`src/hdl/servo_consts.svh`:
```
// Named constants of the step/direction front end and fault lamp.
`ifndef SERVO_CONSTS_SVH
`define SERVO_CONSTS_SVH

// ==========================================================================
// Register byte offsets
`define ADDR_GEAR_NUM      8'h00
`define ADDR_GEAR_DEN      8'h04
`define ADDR_FOLLOW_LIMIT  8'h08
`define ADDR_POSITION      8'h0C
`define ADDR_FAULT_STATE   8'h10
`define ADDR_INT_STATUS    8'h14
`define ADDR_INT_MASK      8'h18

// ==========================================================================
// Reset values
`define GEAR_NUM_RST       16'h0001
`define GEAR_DEN_RST       16'h0001
`define FOLLOW_LIMIT_RST   16'hFFFF
`define INT_MASK_RST       5'h00
`define INT_STATUS_RST     5'h00
`define POSITION_RST       32'h00000000
`define PEND_RST           20'sh00000

// ==========================================================================
// Fault bit positions in the raw, status and mask fields
`define FLT_OVER_CURRENT   0
`define FLT_OVER_VOLTAGE   1
`define FLT_PHASE          2
`define FLT_ENCODER        3
`define FLT_FOLLOW         4

// ==========================================================================
// Lamp flash counts per display period
`define BLINKS_NONE        4'h0
`define BLINKS_OC          4'h1
`define BLINKS_OV          4'h2
`define BLINKS_PHASE       4'h4
`define BLINKS_ENCODER     4'h5
`define BLINKS_FOLLOW      4'h7

// ==========================================================================
// Timing
`define CLK_KHZ            32'd125000
`define FAULT_PERIOD_MS    32'd5000
`define BLINK_SLOT_MS      32'd250

// ==========================================================================
// AXI responses
`define RESP_OKAY          2'h0
`define RESP_SLVERR        2'h2

`endif

```
`src/hdl/servo_pkg.sv`:
```
// Types shared by the servo command front end and the fault lamp blinker.
package servo_pkg;

  // ========================================================================
  // Displayed fault, in falling priority order
  typedef enum logic [2:0] {
    FAULT_NONE         = 3'b000,
    FAULT_OVER_CURRENT = 3'b001,
    FAULT_OVER_VOLTAGE = 3'b010,
    FAULT_PHASE        = 3'b011,
    FAULT_ENCODER      = 3'b100,
    FAULT_FOLLOW       = 3'b101
  } fault_code_t;

  // ========================================================================
  // State of the top module
  typedef struct packed {
    logic aw_held;
    logic [7:0] aw_addr;
    logic w_held;
    logic [31:0] w_data;
    logic [3:0] w_strb;
    logic awready;
    logic wready;
    logic bvalid;
    logic [1:0] bresp;
    logic arready;
    logic rvalid;
    logic [31:0] rdata;
    logic [1:0] rresp;
    logic [15:0] gear_num;
    logic [15:0] gear_den;
    logic [15:0] follow_limit;
    logic [4:0] int_status;
    logic [4:0] int_mask;
    logic irq;
    logic step_s1;
    logic step_s2;
    logic step_s3;
    logic dir_s1;
    logic dir_s2;
    logic en_s1;
    logic en_s2;
    logic motor_cw;
    logic signed [19:0] pend;
    logic [31:0] pos;
    logic [4:0] fault_raw;
    fault_code_t code;
    logic lamp;
  } core_state_t;

  // ========================================================================
  // State of the lamp blinker
  typedef struct packed {
    logic [31:0] period_cnt;
    logic [31:0] slot_cnt;
    logic [4:0] slot_idx;
    logic [3:0] blinks;
    logic lamp;
  } blink_state_t;

endpackage : servo_pkg

```
`src/hdl/fault_lamp_if.sv`:
```
// Interface between the fault priority logic and the lamp blinker.
`timescale 1ns/100ps
interface fault_lamp_if;
  servo_pkg::fault_code_t code;
  logic lamp;
  modport src (output code, input lamp);
  modport blink (input code, output lamp);
endinterface : fault_lamp_if

```
`src/hdl/fault_lamp_blinker.sv`:
```
// Fault lamp blinker: flashes a coded count inside a repeating period.
`timescale 1ns/100ps
`include "servo_consts.svh"
module fault_lamp_blinker #(
  parameter logic [31:0] PERIOD_CYC = `FAULT_PERIOD_MS * `CLK_KHZ,
  parameter logic [31:0] SLOT_CYC = `BLINK_SLOT_MS * `CLK_KHZ
) (
  input wire logic aclk,
  input wire logic aresetn,
  fault_lamp_if.blink bus
);
  import servo_pkg::*;

  blink_state_t s;
  blink_state_t n;
  logic restart;

  function automatic logic [3:0] blinks_of(input fault_code_t c);
    unique case (c)
      FAULT_NONE: blinks_of = `BLINKS_NONE;
      FAULT_OVER_CURRENT: blinks_of = `BLINKS_OC;
      FAULT_OVER_VOLTAGE: blinks_of = `BLINKS_OV;
      FAULT_PHASE: blinks_of = `BLINKS_PHASE;
      FAULT_ENCODER: blinks_of = `BLINKS_ENCODER;
      FAULT_FOLLOW: blinks_of = `BLINKS_FOLLOW;
      default: blinks_of = `BLINKS_NONE;
    endcase
  endfunction : blinks_of

  // ========================================================================
  // Period and slot sequencing
  // The count is latched per period so a pattern is never cut mid-way; an
  // idle lamp restarts at once so a new fault shows without a 5 s wait.
  always_comb begin
    n = s;
    restart = (s.period_cnt == PERIOD_CYC - 32'd1) ||
              (s.blinks == `BLINKS_NONE && bus.code != FAULT_NONE);
    if (restart) begin
      n.period_cnt = 32'd0;
      n.slot_cnt = 32'd0;
      n.slot_idx = 5'd0;
      n.blinks = blinks_of(bus.code);
    end else begin
      n.period_cnt = s.period_cnt + 32'd1;
      if (s.slot_cnt == SLOT_CYC - 32'd1) begin
        n.slot_cnt = 32'd0;
        if (s.slot_idx != 5'h1F) begin
          n.slot_idx = s.slot_idx + 5'd1;
        end
      end else begin
        n.slot_cnt = s.slot_cnt + 32'd1;
      end
    end
    // Even slots below twice the latched count are lit, odd slots are the dark gaps between flashes.
    n.lamp = !n.slot_idx[0] && (n.slot_idx[4:1] < n.blinks);
  end

  always_ff @(posedge aclk) begin
    if (!aresetn) begin
      s <= '0;
    end else begin
      s <= n;
    end
  end

  assign bus.lamp = s.lamp;
endmodule : fault_lamp_blinker

```
`src/hdl/step_dir_servo_fault_indicator.sv`:
```
// Step/direction command front end, fault priority, lamp and AXI4-Lite registers.
`timescale 1ns/100ps
`include "servo_consts.svh"
module step_dir_servo_fault_indicator #(
  parameter logic [31:0] PERIOD_CYC = `FAULT_PERIOD_MS * `CLK_KHZ,
  parameter logic [31:0] SLOT_CYC = `BLINK_SLOT_MS * `CLK_KHZ
) (
  input wire logic aclk,
  input wire logic aresetn,
  input wire logic [7:0] s_axi_awaddr,
  input wire logic s_axi_awvalid,
  output logic s_axi_awready,
  input wire logic [31:0] s_axi_wdata,
  input wire logic [3:0] s_axi_wstrb,
  input wire logic s_axi_wvalid,
  output logic s_axi_wready,
  output logic [1:0] s_axi_bresp,
  output logic s_axi_bvalid,
  input wire logic s_axi_bready,
  input wire logic [7:0] s_axi_araddr,
  input wire logic s_axi_arvalid,
  output logic s_axi_arready,
  output logic [31:0] s_axi_rdata,
  output logic [1:0] s_axi_rresp,
  output logic s_axi_rvalid,
  input wire logic s_axi_rready,
  input wire logic step_pulse_input,
  input wire logic direction_input,
  input wire logic drive_enable_pin,
  input wire logic over_current,
  input wire logic over_voltage,
  input wire logic phase_error,
  input wire logic encoder_error,
  input wire logic [15:0] following_error,
  output logic motor_cw,
  output logic [31:0] command_position,
  output servo_pkg::fault_code_t active_fault,
  output logic fault_lamp,
  output logic irq
);
  import servo_pkg::*;

  core_state_t s;
  core_state_t n;
  fault_lamp_if lamp_bus ();

  logic [4:0] clr;
  logic [4:0] evt;
  logic step_evt;
  logic [15:0] den_eff;
  logic signed [19:0] num_s;
  logic signed [19:0] den_s;
  logic signed [19:0] delta;

  function automatic logic [15:0] merge16(input logic [15:0] old, input logic [31:0] data,
                                          input logic [3:0] strb);
    merge16 = old;
    if (strb[0]) begin
      merge16[7:0] = data[7:0];
    end
    if (strb[1]) begin
      merge16[15:8] = data[15:8];
    end
  endfunction : merge16

  always_comb begin
    n = s;
    clr = 5'h00;
    evt = 5'h00;
    step_evt = 1'b0;
    delta = 20'sh00000;
    den_eff = (s.gear_den == 16'h0000) ? 16'h0001 : s.gear_den;
    num_s = signed'({4'h0, s.gear_num});
    den_s = signed'({4'h0, den_eff});

    // ======================================================================
    // AXI4-Lite write channel: address and data are taken in either order
    if (s.awready && s_axi_awvalid) begin
      n.aw_held = 1'b1;
      n.aw_addr = s_axi_awaddr;
    end
    if (s.wready && s_axi_wvalid) begin
      n.w_held = 1'b1;
      n.w_data = s_axi_wdata;
      n.w_strb = s_axi_wstrb;
    end
    if (s.bvalid && s_axi_bready) begin
      n.bvalid = 1'b0;
    end
    if (s.aw_held && s.w_held && !s.bvalid) begin
      n.aw_held = 1'b0;
      n.w_held = 1'b0;
      n.bvalid = 1'b1;
      n.bresp = `RESP_OKAY;
      case (s.aw_addr)
        `ADDR_GEAR_NUM: n.gear_num = merge16(s.gear_num, s.w_data, s.w_strb);
        `ADDR_GEAR_DEN: n.gear_den = merge16(s.gear_den, s.w_data, s.w_strb);
        `ADDR_FOLLOW_LIMIT: n.follow_limit = merge16(s.follow_limit, s.w_data, s.w_strb);
        `ADDR_INT_STATUS: begin
          if (s.w_strb[0]) begin
            clr = s.w_data[4:0];
          end
        end
        `ADDR_INT_MASK: begin
          if (s.w_strb[0]) begin
            n.int_mask = s.w_data[4:0];
          end
        end
        `ADDR_POSITION, `ADDR_FAULT_STATE: begin
          // Read-only words accept and drop the write.
        end
        default: n.bresp = `RESP_SLVERR;
      endcase
    end
    n.awready = !n.aw_held && !n.bvalid;
    n.wready = !n.w_held && !n.bvalid;

    // ======================================================================
    // AXI4-Lite read channel
    if (s.rvalid && s_axi_rready) begin
      n.rvalid = 1'b0;
    end
    if (s.arready && s_axi_arvalid) begin
      n.rvalid = 1'b1;
      n.rresp = `RESP_OKAY;
      case (s_axi_araddr)
        `ADDR_GEAR_NUM: n.rdata = {16'h0000, s.gear_num};
        `ADDR_GEAR_DEN: n.rdata = {16'h0000, s.gear_den};
        `ADDR_FOLLOW_LIMIT: n.rdata = {16'h0000, s.follow_limit};
        `ADDR_POSITION: n.rdata = s.pos;
        `ADDR_FAULT_STATE: n.rdata = {24'h000000, s.fault_raw, s.code};
        `ADDR_INT_STATUS: n.rdata = {27'h0000000, s.int_status};
        `ADDR_INT_MASK: n.rdata = {27'h0000000, s.int_mask};
        default: begin
          n.rdata = 32'h00000000;
          n.rresp = `RESP_SLVERR;
        end
      endcase
    end
    n.arready = !n.rvalid;

    // ======================================================================
    // Step, direction and enable synchronisers
    n.step_s1 = step_pulse_input;
    n.step_s2 = s.step_s1;
    n.step_s3 = s.step_s2;
    n.dir_s1 = direction_input;
    n.dir_s2 = s.dir_s1;
    n.en_s1 = drive_enable_pin;
    n.en_s2 = s.en_s1;
    // Direction and step share the same synchroniser depth, so the setup the
    // controller gives ahead of the edge is preserved at the sample point.
    step_evt = s.step_s2 && !s.step_s3 && s.en_s2;
    if (step_evt) begin
      n.motor_cw = s.dir_s2;
      delta = s.dir_s2 ? num_s : -num_s;
    end

    // ======================================================================
    // Gear scaling: a fractional remainder is drained one count per clock,
    // which caps output at one count per cycle but needs no divider.
    if (s.pend >= den_s) begin
      n.pos = s.pos + 32'd1;
      delta = delta - den_s;
    end else if (s.pend <= -den_s) begin
      n.pos = s.pos - 32'd1;
      delta = delta + den_s;
    end
    n.pend = s.pend + delta;

    // ======================================================================
    // Fault capture, priority and interrupt status
    n.fault_raw[`FLT_OVER_CURRENT] = over_current;
    n.fault_raw[`FLT_OVER_VOLTAGE] = over_voltage;
    n.fault_raw[`FLT_PHASE] = phase_error;
    n.fault_raw[`FLT_ENCODER] = encoder_error;
    n.fault_raw[`FLT_FOLLOW] = (following_error >= s.follow_limit);
    if (s.fault_raw[`FLT_OVER_CURRENT]) begin
      n.code = FAULT_OVER_CURRENT;
    end else if (s.fault_raw[`FLT_OVER_VOLTAGE]) begin
      n.code = FAULT_OVER_VOLTAGE;
    end else if (s.fault_raw[`FLT_PHASE]) begin
      n.code = FAULT_PHASE;
    end else if (s.fault_raw[`FLT_ENCODER]) begin
      n.code = FAULT_ENCODER;
    end else if (s.fault_raw[`FLT_FOLLOW]) begin
      n.code = FAULT_FOLLOW;
    end else begin
      n.code = FAULT_NONE;
    end
    evt = n.fault_raw & ~s.fault_raw;
    // A fault that starts in the cycle its bit is cleared stays recorded.
    n.int_status = (s.int_status & ~clr) | evt;
    n.irq = |(s.int_status & s.int_mask);
    n.lamp = lamp_bus.lamp;
  end

  always_ff @(posedge aclk) begin
    if (!aresetn) begin
      s <= '0;
      s.gear_num <= `GEAR_NUM_RST;
      s.gear_den <= `GEAR_DEN_RST;
      s.follow_limit <= `FOLLOW_LIMIT_RST;
      s.int_mask <= `INT_MASK_RST;
      s.int_status <= `INT_STATUS_RST;
      s.pos <= `POSITION_RST;
      s.pend <= `PEND_RST;
      s.code <= FAULT_NONE;
    end else begin
      s <= n;
    end
  end

  assign lamp_bus.code = s.code;

  fault_lamp_blinker #(
    .PERIOD_CYC(PERIOD_CYC),
    .SLOT_CYC(SLOT_CYC)
  ) u_blinker (
    .aclk(aclk),
    .aresetn(aresetn),
    .bus(lamp_bus)
  );

  assign s_axi_awready = s.awready;
  assign s_axi_wready = s.wready;
  assign s_axi_bvalid = s.bvalid;
  assign s_axi_bresp = s.bresp;
  assign s_axi_arready = s.arready;
  assign s_axi_rvalid = s.rvalid;
  assign s_axi_rdata = s.rdata;
  assign s_axi_rresp = s.rresp;
  assign motor_cw = s.motor_cw;
  assign command_position = s.pos;
  assign active_fault = s.code;
  assign fault_lamp = s.lamp;
  assign irq = s.irq;
endmodule : step_dir_servo_fault_indicator

```
`config.mk`:
```
export PLATFORM = sky130hd
export DESIGN_NAME = step_dir_servo_fault_indicator
export DESIGN_NICKNAME = d
export VERILOG_FILES = /design/src/hdl/servo_pkg.sv /design/src/hdl/fault_lamp_if.sv /design/src/hdl/fault_lamp_blinker.sv /design/src/hdl/step_dir_servo_fault_indicator.sv
export VERILOG_INCLUDE_DIRS = /design/src /design/src/hdl
export SDC_FILE = /design/constraint.sdc
export NUM_CORES = 1
export LEC_CHECK = 0
export CORE_ASPECT_RATIO = 1.5
export CORE_MARGIN = 5
export CORE_UTILIZATION = 50
export DETAILED_ROUTE_END_ITERATION = 8
export DONT_BUFFER_PORTS = 1
export MAX_ROUTING_LAYER = met4
export REMOVE_ABC_BUFFERS = 1
export SETUP_SLACK_MARGIN = 0.15
export SLEW_MARGIN = 20
export SYNTH_ARGS = -nofsm -noshare
export SYNTH_HDL_FRONTEND = slang
export SYNTH_SLANG_ARGS = --single-unit
```
`constraint.sdc`:
```
create_clock -name aclk -period 8.7 [get_ports aclk]
set_clock_uncertainty 0.15 [all_clocks]
set_input_delay 1.74 -clock aclk [delete_from_list [all_inputs] [get_ports aclk]]
set_output_delay 1.74 -clock aclk [all_outputs]
set_load 0.02 [all_outputs]
```
==> results of run 1 <==
metal layers:
layer	vias up	track usage	part of all wire	routed length, um
li1	7184	-	-	-
met1	6729	0.266	0.40	18300
met2	357	0.433	0.51	23300
met3	109	0.0294	0.040	1810
met4	0	0.103	0.041	1870
met5	-	-	0	0
Yosys cell counts, drive strengths merged, types with 6 or more instances:
cell type and n:
a21o 31, a222oi 9, o21bai 11, ha 140, and3 36, xnor2 57, a211oi 13, nor2 229
o31ai 9, nor3 34, or2 8, a31oi 21, a21oi 203, a22oi 35, mux2i 28, o21a 9
dfxtp 269, or3 19, o211ai 28, nor4 13, a31o 6, nand4 30, inv 76, buf 93
xor2 60, nor2b 22, and2 28, nand2 240, nand2b 34, and4 6, o21ai 78, nand3 79
clkbuf 75
how the worst max path moves through the flow:
stage | slack, ns | endpoint | from
after floorplan | 1.34 | s[60]$_SDFF_PN0_ | s[100]$_SDFFE_PN0P_
after global placement | 1.16 | s[59]$_SDFF_PN0_ | s[106]$_SDFFE_PN0P_
after detailed placement | 1.04 | s[60]$_SDFF_PN0_ | s[106]$_SDFFE_PN0P_
after CTS | 0.97 | s[60]$_SDFF_PN0_ | s[106]$_SDFFE_PN0P_
after global routing | 0.24 | s[59]$_SDFF_PN0_ | s[106]$_SDFFE_PN0P_
final | 0.93 | s[60]$_SDFF_PN0_ | s[106]$_SDFFE_PN0P_
registers in the layout (all words and copies together), names as in the netlist, 3 cells and up:
name / flops
s_axi_rdata: 32
num_s: 16
n: 4
command_position: 32
u_blinker.s: 73
s: 98
active_fault: 3
per-stage QoR:
stage	cells	cell area, um^2	hold slack, ns	setup WS, ns	util
6_report	2439	17500	0.282	0.929	0.525
4_1_cts	2437	17500	0.285	0.972	0.525
3_3_place_gp	2388	16500	0.264	1.16	0.496
3_5_place_dp	2388	16500	0.269	1.04	0.496
5_1_grt	2438	17500	0.292	0.238	0.525
2_1_floorplan	1954	15900	0.262	1.34	-
report_power, final:
part | switching [W] | total (W) | internal (W)
Combinational | 0.00139 | 0.00234 | 0.000958
Clock | 0.000532 | 0.00128 | 0.000752
Sequential | 0.000207 | 0.00156 | 0.00136
Total | 0.00213 | 0.00519 | 0.00307
final cells by class:
type,count,area share
well taps,420,0.0300
clock inverters,18,0.0146
diodes,2,0.000286
clock buffers,31,0.0412
repair buffers,14,0.00600
flip-flops and latches,269,0.307
inverters,77,0.0166
multi-input cells,1608,0.584
kinds of logic (layout without fill, tap and decap cells):
| kind of cell | after synthesis | in the layout | synth area share |
|---|---|---|---|
| other | 1 | 6 | 0.000223 |
| DFF | 269 | 269 | 0.321 |
| buffers and inverters | 245 | 140 | 0.0721 |
| xor gates and xnor gates | 117 | 117 | 0.0610 |
| and+or+nand+nor | 803 | 803 | 0.227 |
| AOI/OAI and AO/OA | 510 | 510 | 0.192 |
| adders and majority gates | 144 | 144 | 0.109 |
| muxes | 30 | 30 | 0.0180 |
==> impl_metrics.env, run 1 <==
export IMPL_syn2layout_area_growth_pct=4.35
export IMPL_crit_required_ns=9.04
export IMPL_max_cap_violations=0
export IMPL_avgSynthCellArea_um2=7.92
export IMPL_cp_num_buf_inv=2
export IMPL_finalSetupViolations=0
export IMPL_fin_nets=2224
export IMPL_worstMarginPinSlew_ns=1.01
export IMPL_grt_max_degree=63
export IMPL_rsz0062_at_grt="false"
export IMPL_crit_type="register to register"
export IMPL_clockRootBuffer="clkbuf_16"
export IMPL_cts_setup_buffers=0
export IMPL_grt_overflow=0
export IMPL_io_buffers=0
export IMPL_final_cell_mix="dfxtp_1, nand2_1, nor2_1, a21oi_1, ha_1"
export IMPL_r2r_end="s[60]$_SDFF_PN0_"
export IMPL_hold_buffers=0
export IMPL_cts_buffers=28
export IMPL_die_height_um=234
export IMPL_path_max_fanout=17
export IMPL_p_leak_nw=7.16
export IMPL_fin_crit_ns=7.77
export IMPL_outcome="complete, no violations"
export IMPL_hp_start="s[205]$_SDFF_PN0_"
export IMPL_nFillCells=3243
export IMPL_finalMaxSlewViolations=0
export IMPL_avgRoutedWirePerCell_um=18.6
export IMPL_hold_class="register to register"
export IMPL_detail_route_iter0_violations=931
export IMPL_slowest_delay_ns=0.53
export IMPL_critPathTopFamily="compound AO/OA/AOI/OAI gates"
export IMPL_antenna_left=0
export IMPL_ys_flop_type="dfxtp_1"
export IMPL_dieArea_um2=37400
export IMPL_pin_count=161
export IMPL_multi_input_comb_area_um2=10200
export IMPL_clk_latency_ns=0.58
export IMPL_finalCritPeriodShare=0.893
export IMPL_hold_depth=1
export IMPL_worst_path_stages=31
export IMPL_finalHoldViolations=0
export IMPL_syn_area_um2=16800
export IMPL_rr_worst_depth=31
export IMPL_die_w_um=160
export IMPL_cts_resized=0
export IMPL_regArea_um2=5390
export IMPL_startpoint_type="register"
export IMPL_initial_core_util=0.504
export IMPL_critical_path_slowest_cell="dfxtp_1"
export IMPL_path_clk_slew_ns=0.07
export IMPL_grt_pass1_vias=13900
export IMPL_antenna_found_initial=1
export IMPL_max_slew_margin_rel=0.327
export IMPL_fmax_ghz=0.129
export IMPL_rows=82
export IMPL_synth_async_reset_ratio=0
export IMPL_whs_endpoint="s_axi_wready$_SDFF_PN0_"
export IMPL_grtUsageTotal=0.239
export IMPL_cp_arrival_ns=8.11
export IMPL_post_route_drc_count=0
export IMPL_crit_path_end_kind="register"
export IMPL_cts_tree="built"
export IMPL_synth_edff_count=0
export IMPL_synth_top_cell_area_share=0.321
export IMPL_htreeDepth=1
export IMPL_layout_drive_gt1_share=0.0476
export IMPL_firstDrtPassIters=8
export IMPL_core_um2=33300
export IMPL_power_total_w=0.00519
export IMPL_rrSetupSlack_ns=0.93
export IMPL_syn_inst=2119
export IMPL_ys_warn_count=0
export IMPL_final_setup_tns_ns=0
export IMPL_routed_via_density=5.90
export IMPL_cp_common_cell="o21ai_0"
export IMPL_ys_seq_area_frac=0.321
export IMPL_synth_distinct_cells=81
export IMPL_r2r_start="s[106]$_SDFFE_PN0P_"
export IMPL_synth_area_leader_cell="dfxtp_1"
export IMPL_grt_pass1_wl_um=71700
export IMPL_layout_commonest_cell="dfxtp_1"
export IMPL_irDropWorstVdd_uv=169
export IMPL_vias=14400
export IMPL_gp_congestion=0.929
export IMPL_dp_hpwl_um=33700
export IMPL_routed_wl_um=45300
export IMPL_clock_path_buffers=3
export IMPL_synth_area_leaders="dfxtp_1, ha_1, a21oi_1"
export IMPL_cts_sinks=269
export IMPL_yosys_register_bits=269
export IMPL_p_per_area_nw_per_um2=296
Note: power is estimated with default switching activity, not from simulation.
==> run 2, diff against run 1 <==
--- a/config.mk
+++ b/config.mk
@@ -6,6 +6,7 @@
 export SDC_FILE = /design/constraint.sdc
 export NUM_CORES = 1
 export LEC_CHECK = 0
+export ABC_CLOCK_PERIOD_IN_PS = 8700
 export CORE_ASPECT_RATIO = 1.5
 export CORE_MARGIN = 5
 export CORE_UTILIZATION = 50
==> constraint.sdc (replaced) <==
create_clock -name aclk -period 8.7 [get_ports aclk]
set_clock_uncertainty 0.15 [all_clocks]
set_input_delay 0.435 -clock aclk [delete_from_list [all_inputs] [get_ports aclk]]
set_output_delay 0.435 -clock aclk [all_outputs]
set_load 0.02 [all_outputs]
==> run 2 against run 1 <==
Total power up 1.3%. Die area unchanged. Non-clock buffer count up 38. Count of clock-buffer cells in the layout up 5. Global-route usage up 0.47 points. First-iteration DRC count down 6.7%. Register-to-register slack better by 0.05 ns. Critical path depth unchanged. Cell count up 1.8%. Combinational power about the same. Critical path type unchanged. Highest routed layer unchanged.
==> impl_metrics.env, run 2 (same netlist as run 1, synthesis figures left out) <==
export IMPL_rsz0062_at_grt="false"
export IMPL_fin_ws_ns=0.978
export IMPL_crit_type="register to register"
export IMPL_cts_tree="built"
export IMPL_avgRoutedWirePerCell_um=18.4
export IMPL_worst_path_stages=31
export IMPL_multi_input_comb_area_um2=10200
export IMPL_core_um2=33300
export IMPL_holdWs_ns=0.00105
export IMPL_fmax_ghz=0.130
export IMPL_pin_count=161
export IMPL_cts_resized=0
export IMPL_final_util=0.539
export IMPL_outcome="complete, no violations"
export IMPL_cts_sinks=269
export IMPL_vias=14500
export IMPL_clock_path_buffers=3
export IMPL_cts_buffers=29
export IMPL_detail_route_iter0_violations=869
export IMPL_irDropWorstVdd_uv=201
export IMPL_power_total_w=0.00526
export IMPL_fin_crit_ns=7.72
export IMPL_layout_drive_gt1_share=0.0490
export IMPL_hold_class="primary input to register"
export IMPL_grt_max_degree=72
export IMPL_syn2layout_area_growth_pct=7.12
export IMPL_finalHoldViolations=0
export IMPL_grt_pass1_wl_um=72900
export IMPL_cp_common_cell="o21ai_0"
export IMPL_gp_congestion=0.926
export IMPL_nFillCells=3132
export IMPL_path_max_fanout=17
export IMPL_top_regs="s: 98 flops, u_blinker.s: 73 flops"
export IMPL_crit_required_ns=9.05
export IMPL_routed_via_density=5.85
export IMPL_finalCritPeriodShare=0.888
export IMPL_slowest_delay_ns=0.53
export IMPL_firstDrtPassIters=5
export IMPL_finalSetupViolations=0
export IMPL_clockRootBuffer="clkbuf_16"
export IMPL_post_route_drc_count=0
export IMPL_regArea_um2=5390
export IMPL_startpoint_type="register"
export IMPL_hold_depth=2
export IMPL_worstMarginPinSlew_ns=1.05
export IMPL_grt_overflow=0
export IMPL_antenna_found_initial=1
export IMPL_clk_latency_ns=0.59
export IMPL_die_w_um=160
export IMPL_final_setup_tns_ns=0
export IMPL_die_height_um=234
export IMPL_initial_core_util=0.504
export IMPL_max_cap_violations=0
export IMPL_cp_arrival_ns=8.07
export IMPL_top_register="s"
export IMPL_critical_path_slowest_cell="dfxtp_1"
export IMPL_p_leak_nw=7.35
export IMPL_r2r_start="s[100]$_SDFFE_PN0P_"
export IMPL_layout_commonest_cell="dfxtp_1"
export IMPL_r2r_end="s[60]$_SDFF_PN0_"
export IMPL_critPathLaunch="s[100]$_SDFFE_PN0P_"
export IMPL_cp_num_buf_inv=2
export IMPL_routed_wl_um=45800
export IMPL_rr_worst_depth=31
export IMPL_largest_reg_flops=98
export IMPL_htreeDepth=1
export IMPL_crit_path_end_kind="register"
export IMPL_rrSetupSlack_ns=0.98
export IMPL_grt_pass1_vias=14100
export IMPL_critPathTopFamily="compound AO/OA/AOI/OAI gates"
export IMPL_fin_nets=2263
export IMPL_dieArea_um2=37400
export IMPL_max_slew_margin_rel=0.294
export IMPL_dp_slack_ns=1.04
export IMPL_rows=82
export IMPL_dp_hpwl_um=33700
export IMPL_path_clk_slew_ns=0.07
export IMPL_finalMaxSlewViolations=0
export IMPL_final_cell_mix="dfxtp_1, nand2_1, nor2_1, a21oi_1, ha_1"
export IMPL_p_per_area_nw_per_um2=292
export IMPL_grtUsageTotal=0.244
export IMPL_antenna_left=0
export IMPL_cp_endpoint="s[60]$_SDFF_PN0_"
export IMPL_io_buffers=0
-- run 2: cell type report --
| type | instances | area share |
|---|---|---|
| inverters | 77 | 0.0162 |
| repair buffers | 52 | 0.0280 |
| multi-input cells | 1608 | 0.569 |
| clock buffers | 36 | 0.0440 |
| flip-flops and latches | 269 | 0.299 |
| diodes | 4 | 0.000557 |
| clock inverters | 18 | 0.0138 |
| well taps | 420 | 0.0292 |
-- run 2: per-stage QoR --
stage | cell area [um^2] | std cells
final | 18000 | 2484
after global routing | 18000 | 2481
after floorplan | 15900 | 1954
after detailed placement | 16500 | 2388
after global placement | 16500 | 2388
after CTS | 18000 | 2480
-- run 2: worst min path at each step --
stage                                       start                           endpoint
detailed placement               n[64]$_SDFF_PN0_                   s[64]$_SDFF_PN0_
CTS                                       aresetn  command_position[30]$_SDFFE_PN0P_
global placement                 n[67]$_SDFF_PN0_                   n[66]$_SDFF_PN0_
floorplan           u_blinker.bus.lamp$_SDFF_PN0_              fault_lamp$_SDFF_PN0_
global route                              aresetn  command_position[30]$_SDFFE_PN0P_
finish                                    aresetn  command_position[30]$_SDFFE_PN0P_
-- run 2: power breakdown --
group / switching (W) / leakage (nW) / internal (W) / total [W]
logic: 0.00138 / 4.65 / 0.000967 / 0.00235
registers: 0.000210 / 2.19 / 0.00136 / 0.00157
clock network: 0.000547 / 0.507 / 0.000800 / 0.00135
-- run 2: layer usage --
| layer | vias to the layer above | part of all wire | track usage |
|---|---|---|---|
| li1 | 7265 | - | - |
| met1 | 6791 | 0.40 | 0.272 |
| met2 | 339 | 0.51 | 0.441 |
| met3 | 126 | 0.044 | 0.0279 |
| met4 | 0 | 0.044 | 0.107 |
| met5 | - | 0 | - |
-- run 2: timing repair --
item,CTS,global route
hold buffers,38,0
endpoints found under the setup margin,0,0
setup buffers,0,0
endpoints found under the hold margin,98,0
==> run 3, diff against run 2 <==
--- a/config.mk
+++ b/config.mk
@@ -7,12 +7,15 @@
 export NUM_CORES = 1
 export LEC_CHECK = 0
 export ABC_CLOCK_PERIOD_IN_PS = 8700
+export CELL_PAD_IN_SITES_DETAIL_PLACEMENT = 1
+export CELL_PAD_IN_SITES_GLOBAL_PLACEMENT = 2
 export CORE_ASPECT_RATIO = 1.5
 export CORE_MARGIN = 5
-export CORE_UTILIZATION = 50
+export CORE_UTILIZATION = 38
 export DETAILED_ROUTE_END_ITERATION = 8
 export DONT_BUFFER_PORTS = 1
 export MAX_ROUTING_LAYER = met4
+export PLACE_DENSITY_LB_ADDON = 0.1
 export REMOVE_ABC_BUFFERS = 1
 export SETUP_SLACK_MARGIN = 0.15
 export SLEW_MARGIN = 20
==> run 3 against run 2 <==
Clock power fell by 8%. First-iteration DRC count shrank 40%. Combinational power increased by 5%. Hold slack gained 0.012 ns. Count of clock-buffer cells in the layout increased by 8. Die area up 30%. Utilization decreased by 13 points. Setup slack worse by 0.16 ns. Non-clock buffer count up 4. Largest cell class unchanged. Highest routed layer unchanged.
==> impl_metrics.env, run 3 (same netlist as run 1, synthesis figures left out) <==
export IMPL_initial_core_util=0.384
export IMPL_core_um2=43800
export IMPL_clockRootBuffer="clkbuf_16"
export IMPL_power_total_w=0.00527
export IMPL_finalSetupViolations=0
export IMPL_die_w_um=182
export IMPL_layout_drive_gt1_share=0.0490
export IMPL_cp_num_buf_inv=2
export IMPL_irDropWorstVdd_uv=155
export IMPL_detail_route_iter0_violations=520
export IMPL_routed_wl_um=54300
export IMPL_antenna_left=0
export IMPL_critical_path_slowest_cell="dfxtp_1"
export IMPL_place_area_um2=16800
export IMPL_r2r_start="s[99]$_SDFFE_PN0P_"
export IMPL_slowest_delay_ns=0.59
export IMPL_syn2layout_area_growth_pct=7.87
export IMPL_hold_class="primary input to register"
export IMPL_crit_type="register to register"
export IMPL_dp_hpwl_um=40800
export IMPL_pin_count=161
export IMPL_vias=14800
export IMPL_hp_start="aresetn"
export IMPL_fmax_ghz=0.127
export IMPL_path_max_fanout=9
export IMPL_clk_latency_ns=0.57
export IMPL_cp_common_cell="o21ai_0"
export IMPL_worstMarginPinSlew_ns=1.14
export IMPL_max_slew_margin_rel=0.239
export IMPL_layout_commonest_cell="dfxtp_1"
export IMPL_final_cell_mix="dfxtp_1, nand2_1, nor2_1, a21oi_1, ha_1"
export IMPL_finish_instance_area_um2=18100
export IMPL_grt_overflow=0
export IMPL_largest_reg_flops=98
export IMPL_nFillCells=5289
export IMPL_crit_path_end_kind="register"
export IMPL_finalMaxSlewViolations=0
export IMPL_cts_setup_buffers=0
export IMPL_grt_pass1_wl_um=84300
export IMPL_cts_sinks=269
export IMPL_post_route_drc_count=0
export IMPL_clock_path_buffers=3
export IMPL_gp_congestion=0.874
export IMPL_routed_via_density=5.60
export IMPL_cts_buffers=29
export IMPL_io_buffers=0
export IMPL_outcome="complete, no violations"
export IMPL_htreeDepth=1
export IMPL_grt_max_degree=60
export IMPL_path_clk_slew_ns=0.07
export IMPL_rows=94
export IMPL_startpoint_type="register"
export IMPL_cp_arrival_ns=8.23
export IMPL_grt_pass1_vias=15400
export IMPL_max_cap_violations=0
export IMPL_top_register="s"
export IMPL_dieArea_um2=48600
export IMPL_final_setup_tns_ns=0
export IMPL_fin_crit_ns=7.88
export IMPL_rsz0062_at_grt="false"
export IMPL_final_util=0.414
export IMPL_critPathTopFamily="compound AO/OA/AOI/OAI gates"
export IMPL_p_leak_nw=7.35
export IMPL_critPathLaunch="s[99]$_SDFFE_PN0P_"
export IMPL_top_regs="s: 98 flops, u_blinker.s: 73 flops"
export IMPL_firstDrtPassIters=5
export IMPL_grtUsageTotal=0.220
export IMPL_finalCritPeriodShare=0.906
export IMPL_p_per_area_nw_per_um2=291
export IMPL_fin_nets=2267
export IMPL_antenna_found_initial=0
export IMPL_avgRoutedWirePerCell_um=20.6
export IMPL_crit_required_ns=9.04
export IMPL_die_height_um=267
export IMPL_cts_tree="built"
export IMPL_finalHoldViolations=0
[run 3: timing repair]
item                                    CTS  global route
endpoints found under the setup margin    0             3
gates resized for setup                   0             1
hold endpoints to repair                 84             0
hold buffers                             39             0
[run 3: area by class of cell]
cell class / count / area [um^2] / share of cell area
Clock buffer: 44 / 912 / 0.0504
Timing Repair Buffer: 56 / 536 / 0.0296
Sequential cell: 269 / 5390 / 0.297
Clock inverter: 6 / 33.8 / 0.00187
Inverter: 77 / 292 / 0.0161
Antenna cell: 1 / 2.50 / 0.000138
Tap cell: 576 / 721 / 0.0398
Multi-Input combinational cell: 1608 / 10200 / 0.565
[run 3: metal layers]
layer / vias up / global-route usage / routed length, um / share of wire
li1: 7259 / - / - / -
met1: 7208 / 0.236 / 21700 / 0.40
met2: 214 / 0.416 / 28800 / 0.53
met3: 95 / 0.0280 / 1730 / 0.032
met4: 0 / 0.0765 / 2060 / 0.038
met5: - / - / 0 / 0
[run 3: worst paths after layout]
check                       endpoint  slack (ns)  cells past startpoint
hold / removal    s[80]$_SDFFE_PN1P_        0.01                      2
setup reg to reg    s[60]$_SDFF_PN0_        0.82                     30
setup / recovery    s[60]$_SDFF_PN0_        0.82                     30
hold reg to reg     s[64]$_SDFF_PN0_        0.28                      1
[run 3: where the power goes]
group          total (W)  internal [W]  switching (W)
sequential       0.00157       0.00136       0.000215
clock            0.00124      0.000714       0.000524
combinational    0.00246      0.000981        0.00148
[run 3: per-stage QoR]
step	setup slack, ns	hold WS, ns	instances
finish	0.817	0.0127	2637
global route	0.309	0.00886	2636
CTS	0.748	0.00197	2636
detailed placement	0.778	0.277	2547
global placement	1.08	0.265	2547
floorplan	1.34	0.262	1954
